**src/pkg/pwm_tb_map.svh**
```systemverilog
// register offsets, field positions, reset values and limits of the time base
`ifndef PWM_TB_MAP_SVH
`define PWM_TB_MAP_SVH

// ----------------------------------------------------------------------
// register byte offsets
// ----------------------------------------------------------------------
`define TB_CTRL_OFFSET 12'h000
`define TB_CLKDIV_OFFSET 12'h004
`define TB_PERIOD_OFFSET 12'h008
`define TB_COMPARE_OFFSET 12'h00C
`define TB_COUNT_OFFSET 12'h010

// ----------------------------------------------------------------------
// control register fields
// ----------------------------------------------------------------------
`define TB_BIT_ENABLE 15
`define TB_BIT_UNUSED_HI 14
`define TB_BIT_IDLE_STOP 13
`define TB_BIT_STATUS 12
`define TB_BIT_IRQ_EN 11
`define TB_BIT_IMMEDIATE 10
`define TB_BIT_POLARITY 9
`define TB_BIT_SYNC_OEN 8
`define TB_BIT_SYNC_EN 7
`define TB_BIT_UNUSED_LO 6
`define TB_CTRL_WMASK 16'hBFBF

// ----------------------------------------------------------------------
// reset values and limits
// ----------------------------------------------------------------------
`define TB_CTRL_RESET 16'h0000
`define TB_CLKDIV_RESET 3'h0
`define TB_CLKDIV_RESERVED 3'h7
`define TB_PERIOD_RESET 16'hFFF8
`define TB_PERIOD_MIN 16'h0010
`define TB_PERIOD_MAX 16'hFFF8
`define TB_COMPARE_RESET 16'h0000
`define TB_COMPARE_MASK 16'hFFF8
`define TB_CENTER_STEPS 3'h7

`endif

```
**src/pkg/pwm_tb_pkg.sv**
```systemverilog
// types shared by the master time-base files
package pwm_tb_pkg;

    // bit 15 first: the struct lines up with the control word
    typedef struct packed {
        logic module_enable;
        logic unused_hi;
        logic idle_stop;
        logic special_event_status;
        logic special_event_irq_enable;
        logic immediate_period_update;
        logic sync_polarity;
        logic sync_output_enable;
        logic external_sync_enable;
        logic unused_lo;
        logic [1:0] sync_source_select;
        logic [3:0] special_event_postscale;
    } tb_ctrl_t;

    typedef enum logic [1:0] {
        SRC_INPUT_ONE = 2'h0,
        SRC_INPUT_TWO = 2'h1
    } sync_src_t;

    typedef struct packed {
        logic restart;
        logic compare_match;
    } tb_event_t;

endpackage

```
**src/rtl/pwm_master_time_base.sv**
```systemverilog
// master time base of the PWM module with its APB register file
//
// Added by the designer: the APB register port and the register offsets.
`include "pwm_tb_map.svh"
module pwm_master_time_base #(
    parameter int GEN_COUNT = 4
) (
    input wire logic ref_clk, // 250 MHz core clock
    input wire logic srst, // synchronous reset, active high
    input wire logic psel, // APB select
    input wire logic penable, // APB access phase
    input wire logic pwrite, // APB direction
    input wire logic [11:0] paddr, // APB byte address
    input wire logic [31:0] pwdata, // APB write data
    output logic [31:0] prdata, // APB read data
    output logic pready, // APB ready
    output logic pslverr, // APB error, unmapped address
    input wire logic cpu_idle, // processor in idle mode
    input wire logic center_aligned, // generators in center-aligned mode
    input wire logic [GEN_COUNT-1:0] gen_enable, // per-generator enable
    input wire logic sync_input_one, // external sync pin one
    input wire logic sync_input_two, // external sync pin two
    output logic sync_output, // sync pulse pin
    output logic sync_output_oe, // sync pin driver enable
    output logic special_event_trigger, // one-cycle trigger pulse
    output logic special_event_irq, // interrupt request level
    output logic [GEN_COUNT-1:0] gen_cycle_start, // cycle start per gen
    output logic [2*GEN_COUNT-1:0] pin_pair_active // high/low pins live
);

    // ------------------------------------------------------------------
    // state
    // ------------------------------------------------------------------
    pwm_tb_pkg::tb_ctrl_t ctrl;
    pwm_tb_pkg::tb_ctrl_t next_ctrl;
    logic [2:0] input_clock_divider;
    logic [2:0] next_divider;
    logic [15:0] master_period;
    logic [15:0] next_period;
    logic [15:0] active_period;
    logic [15:0] next_active;
    logic [15:0] special_event_compare;
    logic [15:0] next_compare;
    logic [15:0] master_time_base_counter;
    logic [15:0] next_counter;
    logic [3:0] post_count;
    logic [3:0] next_post;
    logic [2:0] fine_count;
    logic [2:0] next_fine;
    logic sync_active_d;
    logic next_sync_d;
    pwm_tb_pkg::tb_event_t evt;
    logic next_trigger;
    logic next_irq;
    logic next_sync_out;
    logic [GEN_COUNT-1:0] next_gen_start;
    logic [31:0] next_prdata;
    logic next_pready;
    logic next_pslverr;

    logic tick;
    logic halted;
    logic advance;
    logic [1:0] sync_levels;
    logic sync_selected;
    logic sync_active;
    logic sync_hit;
    logic wr_access;
    logic ctrl_wr;
    logic [15:0] wr_value;
    logic mapped;

    // ------------------------------------------------------------------
    // pin inputs and prescaler
    // ------------------------------------------------------------------
    pin_sync3 #(
        .WIDTH(2)
    ) u_sync_in (
        .ref_clk(ref_clk),
        .srst(srst),
        .pin_in({sync_input_two, sync_input_one}),
        .level_out(sync_levels)
    );

    clk_prescaler u_prescaler (
        .ref_clk(ref_clk),
        .srst(srst),
        .run(ctrl.module_enable && !halted),
        .divide_code(input_clock_divider),
        .tick(tick)
    );

    // ------------------------------------------------------------------
    // time base control
    // ------------------------------------------------------------------
    always_comb begin
        halted = ctrl.idle_stop && cpu_idle;
        // center-aligned counts one step per eight ticks
        advance = tick && (!center_aligned
            || fine_count == `TB_CENTER_STEPS);
        // reserved source codes pick no input
        case (ctrl.sync_source_select)
            pwm_tb_pkg::SRC_INPUT_ONE: sync_selected = sync_levels[0];
            pwm_tb_pkg::SRC_INPUT_TWO: sync_selected = sync_levels[1];
            default: sync_selected = 1'b0;
        endcase
        sync_active = sync_selected ^ ctrl.sync_polarity;
        sync_hit = ctrl.external_sync_enable && sync_active
            && !sync_active_d && ctrl.module_enable && !halted;
        next_sync_d = sync_active;

        next_counter = master_time_base_counter;
        next_post = post_count;
        next_fine = fine_count;
        evt = '0;
        if (!ctrl.module_enable) begin
            next_counter = 16'h0000;
            next_post = 4'h0;
            next_fine = 3'h0;
        end else if (sync_hit) begin
            next_counter = 16'h0000;
            next_fine = 3'h0;
            evt.restart = 1'b1;
        end else if (tick) begin
            next_fine = center_aligned ? fine_count + 3'h1 : 3'h0;
            if (advance) begin
                evt.compare_match = (master_time_base_counter
                    == special_event_compare);
                if (master_time_base_counter >= active_period) begin
                    next_counter = 16'h0000;
                    evt.restart = 1'b1;
                end else begin
                    next_counter = master_time_base_counter + 16'h0001;
                end
            end
        end

        next_trigger = 1'b0;
        if (evt.compare_match) begin
            if (post_count >= ctrl.special_event_postscale) begin
                next_trigger = 1'b1;
                next_post = 4'h0;
            end else begin
                next_post = post_count + 4'h1;
            end
        end

        // deferred period loads only at the restart of a cycle or while the module is disabled
        next_active = active_period;
        if (ctrl.immediate_period_update || !ctrl.module_enable) begin
            next_active = master_period;
        end else if (evt.restart) begin
            next_active = master_period;
        end

        next_sync_out = ctrl.sync_polarity;
        if (ctrl.sync_output_enable && evt.restart) begin
            next_sync_out = !ctrl.sync_polarity;
        end

        for (int g = 0; g < GEN_COUNT; g++) begin
            next_gen_start[g] = evt.restart && gen_enable[g];
        end
    end

    // ------------------------------------------------------------------
    // register file
    // ------------------------------------------------------------------
    always_comb begin
        wr_access = psel && penable && pready && pwrite;
        wr_value = pwdata[15:0];
        ctrl_wr = wr_access && (paddr == `TB_CTRL_OFFSET);

        next_ctrl = ctrl;
        if (ctrl_wr) begin
            next_ctrl = pwm_tb_pkg::tb_ctrl_t'(
                (wr_value & `TB_CTRL_WMASK)
                | (16'(ctrl) & ~`TB_CTRL_WMASK));
        end
        // software may only clear the flag; a new trigger wins
        next_ctrl.special_event_status = next_trigger
            || (ctrl.special_event_status
                && !(ctrl_wr && !wr_value[`TB_BIT_STATUS]));
        next_ctrl.unused_hi = 1'b0;
        next_ctrl.unused_lo = 1'b0;

        next_irq = next_ctrl.special_event_status
            && next_ctrl.special_event_irq_enable;

        next_divider = input_clock_divider;
        next_period = master_period;
        next_compare = special_event_compare;
        if (wr_access && paddr == `TB_CLKDIV_OFFSET) begin
            next_divider = wr_value[2:0];
        end
        if (wr_access && paddr == `TB_PERIOD_OFFSET) begin
            // out-of-range loads are clamped to the legal span
            if (wr_value < `TB_PERIOD_MIN) begin
                next_period = `TB_PERIOD_MIN;
            end else if (wr_value > `TB_PERIOD_MAX) begin
                next_period = `TB_PERIOD_MAX;
            end else begin
                next_period = wr_value;
            end
        end
        if (wr_access && paddr == `TB_COMPARE_OFFSET) begin
            next_compare = wr_value & `TB_COMPARE_MASK;
        end

        // zero-wait answer: ready is raised for the access phase only
        mapped = 1'b1;
        next_prdata = 32'h0000_0000;
        if (paddr == `TB_CTRL_OFFSET) begin
            next_prdata = {16'h0000, 16'(ctrl)};
        end else if (paddr == `TB_CLKDIV_OFFSET) begin
            next_prdata = {29'h0000_0000, input_clock_divider};
        end else if (paddr == `TB_PERIOD_OFFSET) begin
            next_prdata = {16'h0000, master_period};
        end else if (paddr == `TB_COMPARE_OFFSET) begin
            next_prdata = {16'h0000, special_event_compare};
        end else if (paddr == `TB_COUNT_OFFSET) begin
            next_prdata = {16'h0000, master_time_base_counter};
        end else begin
            mapped = 1'b0;
        end
        next_pready = psel && !penable;
        next_pslverr = psel && !penable && !mapped;
        if (!(psel && !penable) || pwrite) begin
            next_prdata = 32'h0000_0000;
        end
    end

    // ------------------------------------------------------------------
    // registers
    // ------------------------------------------------------------------
    always_ff @(posedge ref_clk) begin
        if (srst) begin
            ctrl <= pwm_tb_pkg::tb_ctrl_t'(`TB_CTRL_RESET);
            input_clock_divider <= `TB_CLKDIV_RESET;
            master_period <= `TB_PERIOD_RESET;
            active_period <= `TB_PERIOD_RESET;
            special_event_compare <= `TB_COMPARE_RESET;
            master_time_base_counter <= 16'h0000;
            post_count <= 4'h0;
            fine_count <= 3'h0;
            sync_active_d <= 1'b0;
            special_event_trigger <= 1'b0;
            special_event_irq <= 1'b0;
            sync_output <= 1'b0;
            sync_output_oe <= 1'b0;
            gen_cycle_start <= '0;
            pin_pair_active <= '0;
            prdata <= 32'h0000_0000;
            pready <= 1'b0;
            pslverr <= 1'b0;
        end else begin
            ctrl <= next_ctrl;
            input_clock_divider <= next_divider;
            master_period <= next_period;
            active_period <= next_active;
            special_event_compare <= next_compare;
            master_time_base_counter <= next_counter;
            post_count <= next_post;
            fine_count <= next_fine;
            sync_active_d <= next_sync_d;
            special_event_trigger <= next_trigger;
            special_event_irq <= next_irq;
            sync_output <= next_sync_out;
            sync_output_oe <= ctrl.sync_output_enable;
            gen_cycle_start <= next_gen_start;
            pin_pair_active <= {2{gen_enable & {GEN_COUNT{
                ctrl.module_enable}}}};
            prdata <= next_prdata;
            pready <= next_pready;
            pslverr <= next_pslverr;
        end
    end

endmodule

```
**src/rtl/pin_sync3.sv**
```systemverilog
// three-stage pin synchroniser with agreement filter
module pin_sync3 #(
    parameter int WIDTH = 2
) (
    input wire logic ref_clk, // core clock
    input wire logic srst, // synchronous reset, active high
    input wire logic [WIDTH-1:0] pin_in, // raw pin levels
    output logic [WIDTH-1:0] level_out // filtered level
);

    logic [WIDTH-1:0] stage1;
    logic [WIDTH-1:0] stage2;
    logic [WIDTH-1:0] stage3;
    logic [WIDTH-1:0] next_level;

    // a change is taken only once stages two and three agree
    always_comb begin
        for (int i = 0; i < WIDTH; i++) begin
            next_level[i] = (stage2[i] == stage3[i]) ? stage3[i]
                                                     : level_out[i];
        end
    end

    always_ff @(posedge ref_clk) begin
        if (srst) begin
            stage1 <= '0;
            stage2 <= '0;
            stage3 <= '0;
            level_out <= '0;
        end else begin
            stage1 <= pin_in;
            stage2 <= stage1;
            stage3 <= stage2;
            level_out <= next_level;
        end
    end

endmodule

```
**src/rtl/clk_prescaler.sv**
```systemverilog
// power-of-two prescaler giving a one-cycle tick
module clk_prescaler (
    input wire logic ref_clk, // core clock
    input wire logic srst, // synchronous reset, active high
    input wire logic run, // count while high
    input wire logic [2:0] divide_code, // divide by 2**code, reserved code 7 by 64 as code 6
    output logic tick // one-cycle enable pulse
);

    logic [5:0] count;
    logic [5:0] next_count;
    logic [5:0] terminal;
    logic next_tick;

    // reserved code 111 cuts to 3F: it behaves as the largest divider
    always_comb begin
        terminal = 6'((7'h01 << divide_code) - 7'h01);
        next_tick = 1'b0;
        next_count = count;
        if (!run) begin
            next_count = 6'h00;
        end else if (count >= terminal) begin
            next_count = 6'h00;
            next_tick = 1'b1;
        end else begin
            next_count = count + 6'h01;
        end
    end

    always_ff @(posedge ref_clk) begin
        if (srst) begin
            count <= 6'h00;
            tick <= 1'b0;
        end else begin
            count <= next_count;
            tick <= next_tick;
        end
    end

endmodule

```
**config.mk**
```make
export PLATFORM = sky130hd
export DESIGN_NAME = pwm_master_time_base
export DESIGN_NICKNAME = d
export VERILOG_FILES = /design/src/pkg/pwm_tb_pkg.sv /design/src/rtl/pwm_master_time_base.sv /design/src/rtl/pin_sync3.sv /design/src/rtl/clk_prescaler.sv
export VERILOG_INCLUDE_DIRS = /design/src /design/src/pkg
export SDC_FILE = /design/constraint.sdc
export NUM_CORES = 1
export LEC_CHECK = 0
export ABC_AREA = 1
export BUFFER_PORTS_ARGS = -buffer_cell sky130_fd_sc_hd__buf_2
export CORE_UTILIZATION = 50
export DETAILED_ROUTE_END_ITERATION = 16
export PLACE_DENSITY_LB_ADDON = 0.08
export SLEW_MARGIN = 20
export SYNTH_ARGS = -nofsm -noshare
export SYNTH_HDL_FRONTEND = slang
export SYNTH_HIERARCHICAL = 1
export SYNTH_SLANG_ARGS = --single-unit
```
**constraint.sdc**
```tcl
create_clock -name ref_clk -period 4.7 [get_ports ref_clk]
set_input_delay 0.47 -clock ref_clk [delete_from_list [all_inputs] [get_ports ref_clk]]
set_output_delay 0.47 -clock ref_clk [all_outputs]
set_load 0.01 [all_outputs]
```
### Word-level counts from Yosys, hierarchy flattened

Cells that the tools add are included.

* register bits after elaboration: 152
* input port bits: 57
* word-level logic and storage cells: 140

* $add $sub $neg: 5
* order comparisons: 5
* equality and inequality tests: 10
* shift operators: 1
* mux-type cells: 31
* bitwise operators: 5
* reductions and logical operators: 47

Operator list (count)
* $mux 16: 10
* $eq 12x4->1 const B: 2
* $logic_and 1x1->1: 24
* $add 16x1->16 const B: 1
* $eq 16x16->1: 1
* $ge 16x16->1: 1
* $gt 16x16->1 const B: 1
* $lt 16x5->1 const B: 1
* $or 16x15->16: 1
* $eq 12x3->1 const B: 1
* $eq 12x5->1 const B: 1
* $logic_not 12->1: 1
* $mux 1: 12
* $mux 12: 1
* $mux 4: 3
* $logic_not 1->1: 10
* $add 6x1->6 const B: 1
* $ge 6x6->1: 1
* $mux 2: 3
* $reduce_or 3->1: 2
* $reduce_or 6->1: 1
* $shl 1x3->6 const A: 1
* $sub 6x1->6 const B: 1
* $add 4x1->4 const B: 1
* other kinds (16): 22

### Logic depth before layout (Yosys ltp)

Gate-level depths: netlist of the first run.

* word-level depth: 12
* gate-level depth with buffers: 16
* depth with buffers taken out: 16

### By module

Netlist of the first run, hierarchy kept.

By module, submodules not included
* pwm_master_time_base: instances 1, cells an instance 810, area each 5995.8 µm²
* clk_prescaler: instances 1, cells an instance 62, area each 460.4 µm²
* pin_sync3: instances 1, cells an instance 27, area each 236.5 µm²

### Least setup slack after synthesis of the first run

OpenSTA, ideal clock, no wires.

* path type: register -> register
* start point: register master_time_base_counter[5]
* end point: register active_period[9]
* library setup time: 130 ps
* data arrival time: 1701 ps
* path slack: 2869 ps
* cell stages (with the launch flop): 15
* path buffers: 1
* period minus slack after synthesis: 1831 ps
* cells stage by stage: dfxtp_1 ha_1 nand2_1 nor2_1 nand2_1 nand2_1 nor2_1 nand2_1 nand2_1 nand2_1 nand2_2 nand3_2 buf_4 nand2_1 nand3_1

* cells in the longest elaborated chain, start to end: 7

Ends and longest elaborated chain
* start: declaration: line pwm_master_time_base.sv:44 `logic [15:0] master_time_base_counter;`
* start signal: assignment: line pwm_master_time_base.sv:262 `master_time_base_counter <= next_counter;`
* $ge 16x16->1: line pwm_master_time_base.sv:129 `if (master_time_base_counter >= active_period) begin`
* $mux 1: line pwm_master_time_base.sv:129
* $mux 2: line pwm_master_time_base.sv:126 `if (advance) begin`
* $mux 2: line pwm_master_time_base.sv:124 `end else if (tick) begin`
* $mux 1: line pwm_master_time_base.sv:120 `end else if (sync_hit) begin`
* $mux 2: line pwm_master_time_base.sv:116 `if (!ctrl.module_enable) begin`
* $reduce_bool 2->1 (no line)
* end signal: assignment: line pwm_master_time_base.sv:241 `` active_period <= `TB_PERIOD_RESET; ``
* end signal: assignment: line pwm_master_time_base.sv:260 `active_period <= next_active;`
* end: declaration: line pwm_master_time_base.sv:40 `logic [15:0] active_period;`

Every way passes these cells.
A chain may end at the register's enable or synchronous reset.

### Final worst setup path of the first run

* start point: register ctrl[15] in the netlist's numbering
* end point: register active_period[7]

* cells in the longest elaborated chain, start to end: 5

Ends and longest elaborated chain
* start: declaration: line pwm_master_time_base.sv:34 `pwm_tb_pkg::tb_ctrl_t ctrl;`
* start signal: assignment: line pwm_master_time_base.sv:238 `` ctrl <= pwm_tb_pkg::tb_ctrl_t'(`TB_CTRL_RESET); ``
* start signal: assignment: line pwm_master_time_base.sv:257 `ctrl <= next_ctrl;`
* $logic_and 1x1->1 (2 in a row): line pwm_master_time_base.sv:109 `&& !sync_active_d && ctrl.module_enable && !halted;`
* $mux 1: line pwm_master_time_base.sv:120
* $mux 2: line pwm_master_time_base.sv:116
* $reduce_bool 2->1 (no line)

Several ways; a longest one is shown, not always the timed one.

==> reports/results.txt, run 1 <==
The flow ran to the end, and the final reports show no timing, DRC or antenna violations. 0 antenna diodes ended up in the layout. The sequential element share of the synthesized area was 39.2%; the worst-case setup margin in the final layout was 2.15 ns.

The total number of placement rows is 41, and the instance area at placement is 0.00703 mm². The detailed router finished its first iteration with 430 violations. The internal power of the cells totals 1950 µW.

The worst hold path cell count was 3. The share of total power dissipated in combinational logic is 2.9%. The number of routed nets with antenna violations was 0; the number of maximum-capacitance constraint violations was 0.

The run gives 2.15 ns as the register-to-register path setup slack. In this run, post-CTS hold repair placed 0 buffers. The number of global-route vias before repair was 5468; the quantity of gates resized following cts was 0. In this run, synthesis produced a sequential element count of 131. Between clock sinks in the finished design, the worst skew comes to 0.00872 ns.

The minimum period implied by the final worst setup slack is 2.55 ns, and the worst-case setup slack after placement is 2.17 ns. For the initial antenna violation count, the log shows 0. Buffers added to address setup during post-CTS repair amount to 0. The clock net in this run drives a total of 131 sinks. The element type at the critical path start was a flip-flop.

The count of endpoints failing setup in the final report is 0, and the deepest clock path buffer count is 2. A synthesized cell averages 7.44 µm². The kind of end point of the critical path was a flip-flop. In this run, flip-flops and latches consume 44.1% of the power. The die covers 0.0139 mm². After detailed routing, the number of vias per cell comes to 5.10. The highest cell delay on the worst timing path came out at 0.84 ns. Net switching is 22.8% of the power.

From left edge to right edge, the die measures 118 µm. Type of the setup path with the least slack: flip-flop to flip-flop. The path class of the tightest hold or removal check is input pin to flip-flop. The mapped cell area came out at 0.00669 mm². Setup repair after global routing left no endpoint under its margin.

The net count of the finished layout is 1049. The run gives 0 ns as the final setup TNS. VDD sags by at most 0.239 mV.

The tools report the beginning of the worst hold path as sync_input_one. The insertion delay to the later sink of the worst-skew pair came out at 0.42 ns. The tools report the clock tree root buffer cell as clkbuf_16. Relative to the synthesized area, the layout overhead comes to 14.0%.

Walking the worst path, the cells encountered are inv_1 -> nor2_1 -> nand3_2 -> nand2_1 -> nand3_1. The distinct cell type count of the synthesized netlist is 44, and the clock transition at the registers of the reported paths is 0.06 ns. The worst hold path terminates at u_sync_in/stage1[0].

The routability-driven placement congestion ratio is 0.800. In this run the power spent charging and discharging nets is 578 µW. The clock network is responsible for 53.0% of the overall power. TritonCTS built the clock tree.

CTS built an H-tree with a depth of 4. In the routed design, unresolved DRC markers number 0. For this design the top-level I/O count stands at 107. For the wire length of the first global-routing pass, the log shows 27.1 mm. The first TritonRoute pass finished after 5 iterations.

Counting the fill cells in the layout gives 1238. The tools report the wire length reported by the detailed router as 16.1 mm. The slowest cell on the critical path is nor2_1. Counting cells, the worst reg-to-reg path comes to 5. The logs give 899 for the synthesized instance count and 392 MHz for the highest attainable clock frequency.

Clock tree synthesis inserted a total of 17 buffers. For this design the ratio of total power to cell area is 331 mW/mm². The run gives 0 as the overflow left after global routing. The floorplan step defined a core boundary enclosing 0.0128 mm².

The die extent in y works out to 118 µm. Data arrives at the worst endpoint at 2.84 ns. The final instance area is 0.00763 mm². The Yosys step of the flow raised 6 warnings. The number of vias after detailed routing was 5837. For this configuration, the core starts out at a cell density of 52.2%.

The worst register-to-register path ends at active_period[7]. The count of final hold-check violations was 0. The startpoint identified for the worst register-to-register timing path is ctrl[15]. Summed over all cells, the static leakage comes to 0.00358 µW. At the end of the flow the core is filled with cells to 59.5%.

For the worst setup path, the data required time is 4.99 ns. Relative slew slack: 28.7%. The detailed-route wire length per cell was 14.1 µm; the detailed placement HPWL was 12.0 mm. The tools report the total power as 2530 µW. Entering global routing, the biggest net connects 54 pins. The total routing resource utilization after global routing came out at 24.6%. At the pin with the least slew margin, the transition time is 1.07 ns. Buffers placed on the I/O ports in this run total 74. On the critical path the largest part of the delay comes from simple AND/OR/NAND/NOR gates.

The count of buffering cells on the critical path with inverters included was 1. The tools report the number of pins exceeding their max-slew limit in the final report as 0. Post-route fraction of the period consumed by the critical path: 54.2%.

Of all nets on the critical path, the largest fanout is 19. Of the cells placed in the final design, the portion with a size suffix greater than 1 is 16.9%.
==> cell type report <==
type / count / area [µm²] / share of cell area [%]
multi-input cells: 610 / 3340 / 43.8
clock inverters: 13 / 148 / 1.93
well taps: 172 / 215 / 2.82
inverters: 125 / 472 / 6.18
clock buffers: 19 / 453 / 5.93
flip-flops and latches: 131 / 2620 / 34.4
repair buffers: 75 / 378 / 4.95
==> metrics by stage <==
step | hold slack (ns) | instances
3_3_place_gp | 0.390 | 1113
4_1_cts | 0.232 | 1145
3_5_place_dp | 0.397 | 1113
5_1_grt | 0.229 | 1145
6_report | 0.246 | 1145
2_1_floorplan | 0.388 | 914
==> logic make-up after synthesis <==
logic type | count (synthesis) | share of synthesized area (%)
buffers and inverters | 173 | 11.7
adder cells (fa/ha/maj) | 32 | 5.98
AO/OA/AOI/OAI | 137 | 11.8
flip-flops | 131 | 39.2
XOR/XNOR | 16 | 2.09
AND/OR/NAND/NOR | 409 | 29.2
other | 1 | 0.0560
==> tightest hold or removal path, stage by stage <==
cell,delay (ns)
buf_2,0.09
inv_1,0.04
nor2_1,0.03
==> registers in the layout (all words and copies together), names as in the netlist, 2 cells and up <==
| register | flops |
|---|---|
| active_period | 16 |
| master_period | 16 |
| master_time_base_counter | 16 |
| prdata | 16 |
| ctrl | 14 |
| special_event_compare | 13 |
| u_prescaler/count | 6 |
| gen_cycle_start | 4 |
| pin_pair_active | 4 |
| post_count | 4 |
| fine_count | 3 |
| input_clock_divider | 3 |
| u_sync_in/level_out | 2 |
| u_sync_in/stage1 | 2 |
| u_sync_in/stage2 | 2 |
| u_sync_in/stage3 | 2 |
==> layout by cell type, fill, tap and decap left out, types with 5 or more instances in the layout <==
master       n
a21oi_1     60
a21oi_2      8
buf_2       74
clkbuf_16   17
conb_1      16
dfxtp_1    131
ha_1        32
inv_1      115
inv_2        8
nand2_1    152
nand2_2      8
nand3_1     76
nand3_2      6
nand4_1     25
nor2_1      86
nor2_4       5
nor3_1      19
nor4_1       6
o211ai_1    11
o21ai_0     35
o21ai_1      9
or2_2        7
xnor2_1      8
xor2_1       8
==> layer usage <==
metal  vias to the layer above  wire length, µm  part of all wire [%]  track usage (%)
met5                         -                0                     0                0
met4                         0              213                   1.3             7.61
met3                        15              878                   5.5             5.72
met2                       162             7130                    44             37.8
met1                      2630             7890                    49             34.1
li1                       3030                -                     -                -
==> cells in the mapped netlist (all sizes together) <==
library cell    n  area share, %
xnor2           8            1.0
o21ai          44            3.3
a21boi          1           0.11
a31oi           4           0.37
nor3b           3           0.34
conb            1          0.056
or2             9           0.84
xor2            8            1.0
nand4          26            2.5
nand3          82            6.6
nor4            6           0.56
dfxtp         131             39
buf            38            4.1
a41oi           1           0.13
nor2           97            6.6
ha             32            6.0
clkbuf         10           0.56
nand2         164            9.9
o221ai          4           0.52
o2111ai         2           0.26
clkinv          1          0.056
a21oi          68            5.5
o211ai         11            1.2
a211oi          1           0.19
o21bai          1           0.11
inv           124            7.0
nor3           21            1.7
and3            1          0.094
==> worst max-delay path by stage <==
| stage | cells past startpoint | end | slack, ns | startpoint |
|---|---|---|---|---|
| final | 5 | active_period[7] | 2.15 | ctrl[15] |
| after global placement | 5 | active_period[4] | 2.19 | ctrl[15] |
| after global routing | 5 | active_period[3] | 1.90 | ctrl[15] |
| after CTS | 6 | active_period[1] | 2.13 | ctrl[15] |
| after floorplan | 14 | active_period[9] | 2.87 | master_time_base_counter[5] |
| after detailed placement | 5 | active_period[7] | 2.17 | ctrl[15] |
==> power by group through the flow <==
stage	clock network (µW)	registers, µW	logic (µW)
floorplan	0	1140	47.9
global route	1410	1110	81.5
CTS	1360	1110	73.1
detailed placement	0	1140	72.9
finish	1340	1110	73.3
global placement	0	1140	72.7
(Power assumes the default switching activity.)
==> run 2, diff against run 1 <==
==> constraint.sdc (replaced) <==
create_clock -name ref_clk -period 2.46 [get_ports ref_clk]
set_input_delay 0.246 -clock ref_clk [delete_from_list [all_inputs] [get_ports ref_clk]]
set_output_delay 0.246 -clock ref_clk [all_outputs]
set_load 0.01 [all_outputs]
==> run 2 against run 1 <==
  * Maximum frequency up 21%
  * Utilization grew 0.89 points
  * Clock-buffer cell count down 2
  * Global-route usage is essentially flat
  * Flip-flop and latch count did not move
  * Combinational power is 95% higher
  * Power up 89%
  * Clock power increased by 87%
  * Critical path depth up 10
  * Routed wire length up 0.24%
  * Critical endpoint is now gen_cycle_start[0]
  * Highest routed layer unchanged
==> reports/results.txt, run 2 (synthesis results as in run 1) <==
The relative slew slack was 58.5% (+30 points); the overflow left after global routing was 0 (unchanged). The tools report the launch instance of the worst register-to-register path as master_time_base_counter[0]. The count of buffering cells on the critical path with inverters included came out at 2 (+1). Highest fanout seen on the critical path: 8 (-11).

The library cell appearing most often on the critical path was nand2_1. The switching power was 1180 µW (+100%); the highest cell delay on the worst timing path was 0.42 ns (-0.42 ns). The routability-driven placement congestion ratio came out at 0.856 (+7.0%).

For the CTS H-tree depth, the log shows 4 (unchanged). The length of the first detailed-routing pass in iterations is 7 (+2). The slowest cell on the critical path was dfxtp_1. Setup repair after global routing left no endpoint under its margin. Traced cell by cell, the critical path runs through inv_2 -> ha_1 -> nand2_1 -> nor2_1 -> nand2_1 -> nand2_1 -> nor2_1 -> nand2_1 -> nand2_1 -> nand2_1 -> nand2_2 -> buf_4 -> nand2_1 -> nand2_1 -> nor3_1. Growth of design area from synthesis to finish: 15.7%. Element type at the critical path start: a flip-flop. The minimum period implied by the final worst setup slack is 2.11 ns (-0.439 ns), and the number of buffers created by CTS is 17 (unchanged). Worst path required time: 2.81 ns (-2.18 ns). The worst path arrival time was 2.46 ns (-0.38 ns); the cell-internal power was 3610 µW (+85%). Buffers inserted during post-CTS setup optimization: 0 (unchanged). The slew at the pin closest to its max-slew limit came out at 0.621 ns (-0.444 ns). The tools report the initial antenna violation count as 0 (unchanged). The library cell used most frequently in the layout, excluding fill and tap cells, is nand2_1. The areal power density over the cells is 617 mW/mm² (+86%). The wire length of the first global-routing pass was 27.0 mm (-0.46%); the worst-case setup slack after placement was 0.329 ns (-1.84 ns). Number of vias after detailed routing: 5847 (+0.17%). The area of the core is 0.0128 mm² (unchanged). The total routing resource utilization after global routing came out at 24.6% (about the same). The clock skew came out at 0.00902 ns (+0.000303 ns). The number of nets in the layout came out at 1065 (+1.5%).

The total number of placement rows was 41 (unchanged). The worst hold path belongs to the class input pin to flip-flop. The insertion delay to the later sink of the worst-skew pair came out at 0.43 ns (about the same). Clock transition at the registers of the reported paths: 0.06 ns (about the same). The run gives 34.3% (+0.22 points) as the met1 demand-to-capacity share in global routing. For the number of maximum-capacitance constraint violations, the log shows 0 (unchanged). The logs give 37.8% (unchanged) for the met2 layer usage reported by global route and 0 (unchanged) for the diode insertion count for antenna repair.

TritonCTS built the clock tree. The highest attainable clock frequency was 474 MHz (+21%). The kind of end point of the critical path is a flip-flop.

The tools report the count of endpoints failing setup in the final report as 0 (unchanged). The switching fraction of total power is 24.6% (+1.8 points), and the post-detailed-route DRC marker count is 0 (unchanged). The top cell types in the final layout, fill and taps aside, are nand2_1 (152), dfxtp_1 (131), inv_1 (115). The power share of the clock group was 52.5% (-0.5 points). The tools report the count of final hold-check violations as 0 (unchanged). The startpoint identified for the worst hold timing path is sync_input_two.

The die extent in y is 118 µm (unchanged). The layer flagged by global routing as most heavily used is met2. The number of violations reported at the end of detailed-routing iteration 0 came out at 381 (-11%). The number of input and output port buffers inserted was 74 (unchanged).

The flow ran to the end, and the final reports show no timing, DRC or antenna violations. The post-route fraction of the period consumed by the critical path works out to 85.8% (+32 points). The top cell family by delay on the critical path is simple AND/OR/NAND/NOR gates.

The tools report the pin count of the biggest net entering global routing as 52 (-3.7%). The tools report the met3 track demand over resource in global routing as 5.52% (-0.19 points). The die width came out at 118 µm (unchanged). The run gives 107 (unchanged) as the count of pins on the block boundary.

The cell sitting at the root of the clock tree is a clkbuf_16. The fraction of layout instances using a drive strength above 1 came out at 18.2% (+1.3 points). The tools report the number of clock sinks seen by CTS as 131 (unchanged). The detailed-route wire length per cell was 13.9 µm (-1.1%).

The leakage power summed over all cells is 0.00365 µW (+1.9%), and the final-layout fill cell count is 1215 (-1.9%). The die footprint is 0.0139 mm² (unchanged), and the vias per cell is 5.04 (-1.2%). The worst-case setup margin in the final layout came out at 0.350 ns (-1.80 ns). For the starting density of the core, the log shows 52.2% (unchanged). The power share of the sequential group was 44.5% (+0.4 points); the deepest clock path buffer count was 2 (unchanged). In this run the worst setup path begins at master_time_base_counter[0]. Detailed placement HPWL: 12.2 mm (+2.2%). For the number of global-route vias before repair, the log shows 5463 (-0.091%). Final setup TNS: 0 ns (unchanged). The critical path is of the flip-flop to flip-flop type.

The peak supply drop came out at 0.445 mV (+86%). The logs give 0 (unchanged) for the number of routed nets with antenna violations and 3.0% (about the same) for the portion of total power attributed to combinational logic. For the number of pins exceeding their max-slew limit in the final report, the log shows 0 (unchanged). The wire length reported by the detailed router came out at 16.1 mm (+0.24%).
==> run 2: cell count changes in the layout (fill, tap and decap cells not counted), sizes merged <==
cell / change
clkinvlp: +2
buf: +16
inv: +5
clkinv: -4
bufinv: -1
clkbuf: -2
==> run 2: area by class of cell <==
| class | count | area, µm² | share of cell area (%) |
|---|---|---|---|
| Clock buffer | 17 | 425 | 5.49 |
| Multi-Input combinational cell | 610 | 3350 | 43.3 |
| Timing Repair Buffer | 91 | 498 | 6.43 |
| Clock inverter | 15 | 161 | 2.08 |
| Inverter | 125 | 472 | 6.09 |
| Tap cell | 172 | 215 | 2.78 |
| Sequential cell | 131 | 2620 | 33.9 |
==> run 2: worst min-delay path: cells and delay by family <==
family | cells | cell delay (ns)
and+or+nand+nor | 1 | 0.07
buffers and inverters | 2 | 0.10
==> run 2: metal layers <==
| metal | share of wire (%) | vias to the layer above |
|---|---|---|
| li1 | - | 3071 |
| met1 | 51 | 2615 |
| met2 | 44 | 145 |
| met3 | 4.3 | 16 |
| met4 | 1.2 | 0 |
| met5 | 0 | - |
==> run 2: path summary, 6_finish.rpt <==
| kind | endpoint | slack [ns] | depth (start not counted) |
|---|---|---|---|
| setup reg to reg | gen_cycle_start[0] | 0.35 | 15 |
| hold / removal | u_sync_in/stage1[1] | 0.02 | 3 |
| setup / recovery | gen_cycle_start[0] | 0.35 | 15 |
| hold reg to reg | u_sync_in/stage2[0] | 0.41 | 2 |
==> run 2: power groups by stage <==
stage | combinational (µW) | clock, µW | sequential (µW)
after floorplan | 91.5 | 0 | 2180
after global placement | 142 | 0 | 2180
after detailed placement | 142 | 0 | 2180
after CTS | 142 | 2540 | 2130
after global routing | 159 | 2640 | 2130
final | 143 | 2510 | 2130
==> run 2: per-stage QoR <==
| stage | instance area [µm²] | total power (µW) | util [%] | hold slack [ns] | instances |
|---|---|---|---|---|---|
| final | 7750 | 4780 | 60.4 | 0.0234 | 1161 |
| after global routing | 7750 | 4930 | 60.4 | 0.0117 | 1161 |
| after floorplan | 6750 | 2270 | - | 0.317 | 914 |
| after CTS | 7740 | 4820 | 60.3 | 0.00794 | 1161 |
| after global placement | 7150 | 2320 | 55.8 | 0.389 | 1129 |
| after detailed placement | 7150 | 2320 | 55.8 | 0.400 | 1129 |
==> run 2: what timing repair did <==
item | in CTS | in global routing
gates resized for setup | 0 | 1
setup endpoints to repair | 0 | 1
hold buffers | 0 | 0
==> run 3, diff against run 2 <==
--- a/config.mk
+++ b/config.mk
@@ -8,6 +8,7 @@
 export LEC_CHECK = 0
 export ABC_AREA = 1
 export BUFFER_PORTS_ARGS = -buffer_cell sky130_fd_sc_hd__buf_2
+export CORE_MARGIN = 2
 export CORE_UTILIZATION = 50
 export DETAILED_ROUTE_END_ITERATION = 16
 export PLACE_DENSITY_LB_ADDON = 0.08
==> run 3 against run 2 <==
  * Final cell count increased by 0.52%
  * Non-clock buffer count is 2 higher
  * Routed wire length increased by 1.5%
  * Via count decreased by 0.10%
  * Register-to-register slack lost 0.02 ns
  * Utilization shrank 1.4 points
  * Final area barely moved
  * Power fell by 0.83%
  * Critical path type unchanged
  * Critical endpoint is now active_period[11]
  * Largest cell class unchanged
==> reports/results.txt, run 3 (synthesis results as in run 1) <==
The fraction of layout instances using a drive strength above 1 came out at 18.4% (+0.17 points). Leaving out fill and tap cells, the most frequent cells in the layout are nand2_1 (152), dfxtp_1 (131), inv_1 (115). Leaving out fill and tap cells, the most frequent cell in the layout is nand2_1. The areal power density over the cells is 612 mW/mm² (-0.87%).

The logs give 1287 (+5.9%) for the final-layout fill cell count and 1130 µW (-3.8%) for the switching power. The starting density of the core is 50.9% (-1.2 points). The number of input and output port buffers inserted is 74 (unchanged).

The launch instance of the worst register-to-register path was master_time_base_counter[7]. The quantity of gates resized following cts was 0 (unchanged). The endpoint identified for the worst register-to-register timing path is active_period[11]. The clock skew is 0.00985 ns (+0.000833 ns), and the switching fraction of total power is 23.9% (-0.73 points). The cell-internal power is 3610 µW (+0.13%), and the leakage power summed over all cells is 0.00366 µW (+0.24%). The worst hold path terminates at u_sync_in/stage1[0]. The number of routed nets with antenna violations was 0 (unchanged); the overflow left after global routing was 0 (unchanged). The logs give 24.4% (-0.22 points) for the total routing resource utilization after global routing and 0.787 mV (+77%) for the peak supply drop. Setup repair after global routing left no endpoint under its margin. The run gives 2.75 ns (-0.06 ns) as the worst path required time. The run gives 0.43 ns (about the same) as the insertion delay to the later sink of the worst-skew pair. The number of violations reported at the end of detailed-routing iteration 0 is 342 (-10%).

The critical path goes through ha_1 -> nand2_1 -> nor2_1 -> nand2_1 -> nand2_1 -> nor2_1 -> nand2_1 -> nand2_1 -> nand2_1 -> nand2_2 -> nand3_2 -> nand2_1 -> nand3_1. The logs give 0 (unchanged) for the count of final hold-check violations and 5 (-2) for the length of the first detailed-routing pass in iterations. The relative slew slack is 58.7% (+0.23 points). The count of endpoints failing setup in the final report is 0 (unchanged).

The vias per cell was 5.01 (-0.62%); the count of hold buffers inserted by post-cts repair was 0 (unchanged). The register-to-register path setup slack came out at 0.32 ns (-0.02 ns). The worst-case setup slack after placement was 0.335 ns (+0.00596 ns). The number of pins exceeding their max-slew limit in the final report was 0 (unchanged). The tree is rooted in a clkbuf_16. The power share of the sequential group was 44.9% (+0.4 points); the wire length of the first global-routing pass was 27.5 mm (+2.1%).

The tools report the number of global-route vias before repair as 5697 (+4.3%). The library cell appearing most often on the critical path was nand2_1. The initial antenna violation count came out at 0 (unchanged). The tools report the power share of the clock group as 52.1% (-0.4 points). The area of the core was 0.0131 mm² (+2.4%); the wire length reported by the detailed router was 16.4 mm (+1.5%). For the portion of total power attributed to combinational logic, the log shows 3.0% (about the same). In this run the most critical hold path is launched from sync_input_one. The number of vias after detailed routing is 5841 (-0.10%).

For the count of pins on the block boundary, the log shows 107 (unchanged). The die width came out at 120 µm (+1.7%). The deepest clock path buffer count is 2 (unchanged). The kind of end point of the critical path was a flip-flop. The worst hold path cell count is 3 (unchanged).

The clock transition at the registers of the reported paths was 0.06 ns (about the same); the cell depth of the worst flop-to-flop path was 13 (-2). The die footprint was 0.0143 mm² (+3.4%). The highest fanout seen on the critical path works out to 19 (+11). The run gives 42 (+2.4%) as the total number of placement rows. Type of the setup path with the least slack: flip-flop to flip-flop. On the critical path, the stage with the largest delay is an instance of dfxtp_1. The highest cell delay on the worst timing path came out at 0.47 ns (+0.05 ns).

Routability-driven placement congestion ratio: 0.856 (about the same). The post-detailed-route DRC marker count is 0 (unchanged). The run gives 4 (unchanged) as the CTS H-tree depth. The detailed-route wire length per cell is 14.0 µm (+0.96%), and the post-route fraction of the period consumed by the critical path is 86.8% (+1.0 points).

The worst setup path is launched from a flip-flop. The highest attainable clock frequency came out at 468 MHz (-1.2%). The number of buffers created by CTS was 17 (unchanged). The run gives 0 (unchanged) as the diode insertion count for antenna repair. The run gives 0.00262 mm² (unchanged) as the register cell area after layout.

The slew at the pin closest to its max-slew limit is 0.618 ns (-0.00344 ns). For the combined area of the multi-input logic cells, the log shows 0.00334 mm² (-0.22%). The run finished with clean final reports. The growth of design area from synthesis to finish was 15.8% (about the same); the number of maximum-capacitance constraint violations was 0 (unchanged).

The logs give 59.0% (-1.4 points) for the final cell utilization of the core and 2.42 ns (-0.04 ns) for the worst path arrival time. The pin count of the biggest net entering global routing was 51 (-1.9%). The detailed placement HPWL came out at 12.5 mm (+2.2%).

The final instance area is 0.00775 mm² (about the same). TritonCTS built the clock tree. Type of the most critical hold path: input pin to flip-flop. The number of clock sinks seen by CTS is 131 (unchanged), and the minimum period implied by the final worst setup slack is 2.14 ns (+0.0248 ns). The number of nets in the layout is 1067 (+0.19%). The worst hold slack came out at 0.0252 ns (+0.00181 ns).

The logs give 0.325 ns (-0.0248 ns) for the worst-case setup margin in the final layout and 0 (unchanged) for the buffers inserted during post-CTS setup optimization. The final setup TNS came out at 0 ns (unchanged). Die extent in y: 120 µm (+1.7%). The instance area at placement was 0.00717 mm² (+0.28%).
==> run 3: cell count changes in the layout (fill, tap and decap cells not counted) <==
cell and change:
inv_8 -5, inv_6 +4, buf_4 +2, clkbuf_8 +1, clkinv_2 +1, clkinvlp_4 -1, nand3_2 +1, nand3_4 -1
==> run 3: routing by layer <==
metal | vias to the layer above | share of wire, % | GRT usage, %
met5 | - | 0 | 0
met4 | 0 | 2.0 | 8.46
met3 | 31 | 4.1 | 6.08
met2 | 118 | 44 | 37.8
met1 | 2611 | 49 | 33.1
li1 | 3081 | - | -
==> run 3: layout make-up <==
class	count	area share (%)
multi-input cells	610	43.2
flip-flops and latches	131	33.8
repair buffers	93	6.62
inverters	125	6.09
clock buffers	18	5.67
well taps	176	2.84
clock inverters	14	1.78
==> run 3: power by group through the flow <==
| stage | combinational (µW) | sequential [µW] | clock (µW) |
|---|---|---|---|
| global route | 160 | 2130 | 2610 |
| floorplan | 91.5 | 2180 | 0 |
| CTS | 142 | 2130 | 2510 |
| finish | 143 | 2130 | 2470 |
| detailed placement | 141 | 2180 | 0 |
| global placement | 141 | 2180 | 0 |
==> run 3: stage by stage <==
stage / power [µW] / std cells
floorplan: 2270 / 914
global placement: 2320 / 1135
detailed placement: 2320 / 1135
CTS: 4780 / 1167
global route: 4900 / 1167
finish: 4740 / 1167
==> run 3: critical path: cells and delay by family, from the launching register on <==
kind	cells	cell delay, ns
fa+ha+maj	1	0.30
simple gates	12	1.22
flops	1	0.47
==> run 3: worst max path at each step <==
stage / end / cells after the start / start / slack (ns)
after global routing: active_period[11] / 13 / master_time_base_counter[7] / 0.06
after global placement: special_event_irq / 9 / paddr[1] / 0.35
final: active_period[11] / 13 / master_time_base_counter[7] / 0.32
after detailed placement: active_period[11] / 13 / master_time_base_counter[7] / 0.34
after CTS: active_period[11] / 13 / master_time_base_counter[7] / 0.31
after floorplan: active_period[9] / 14 / master_time_base_counter[5] / 0.63
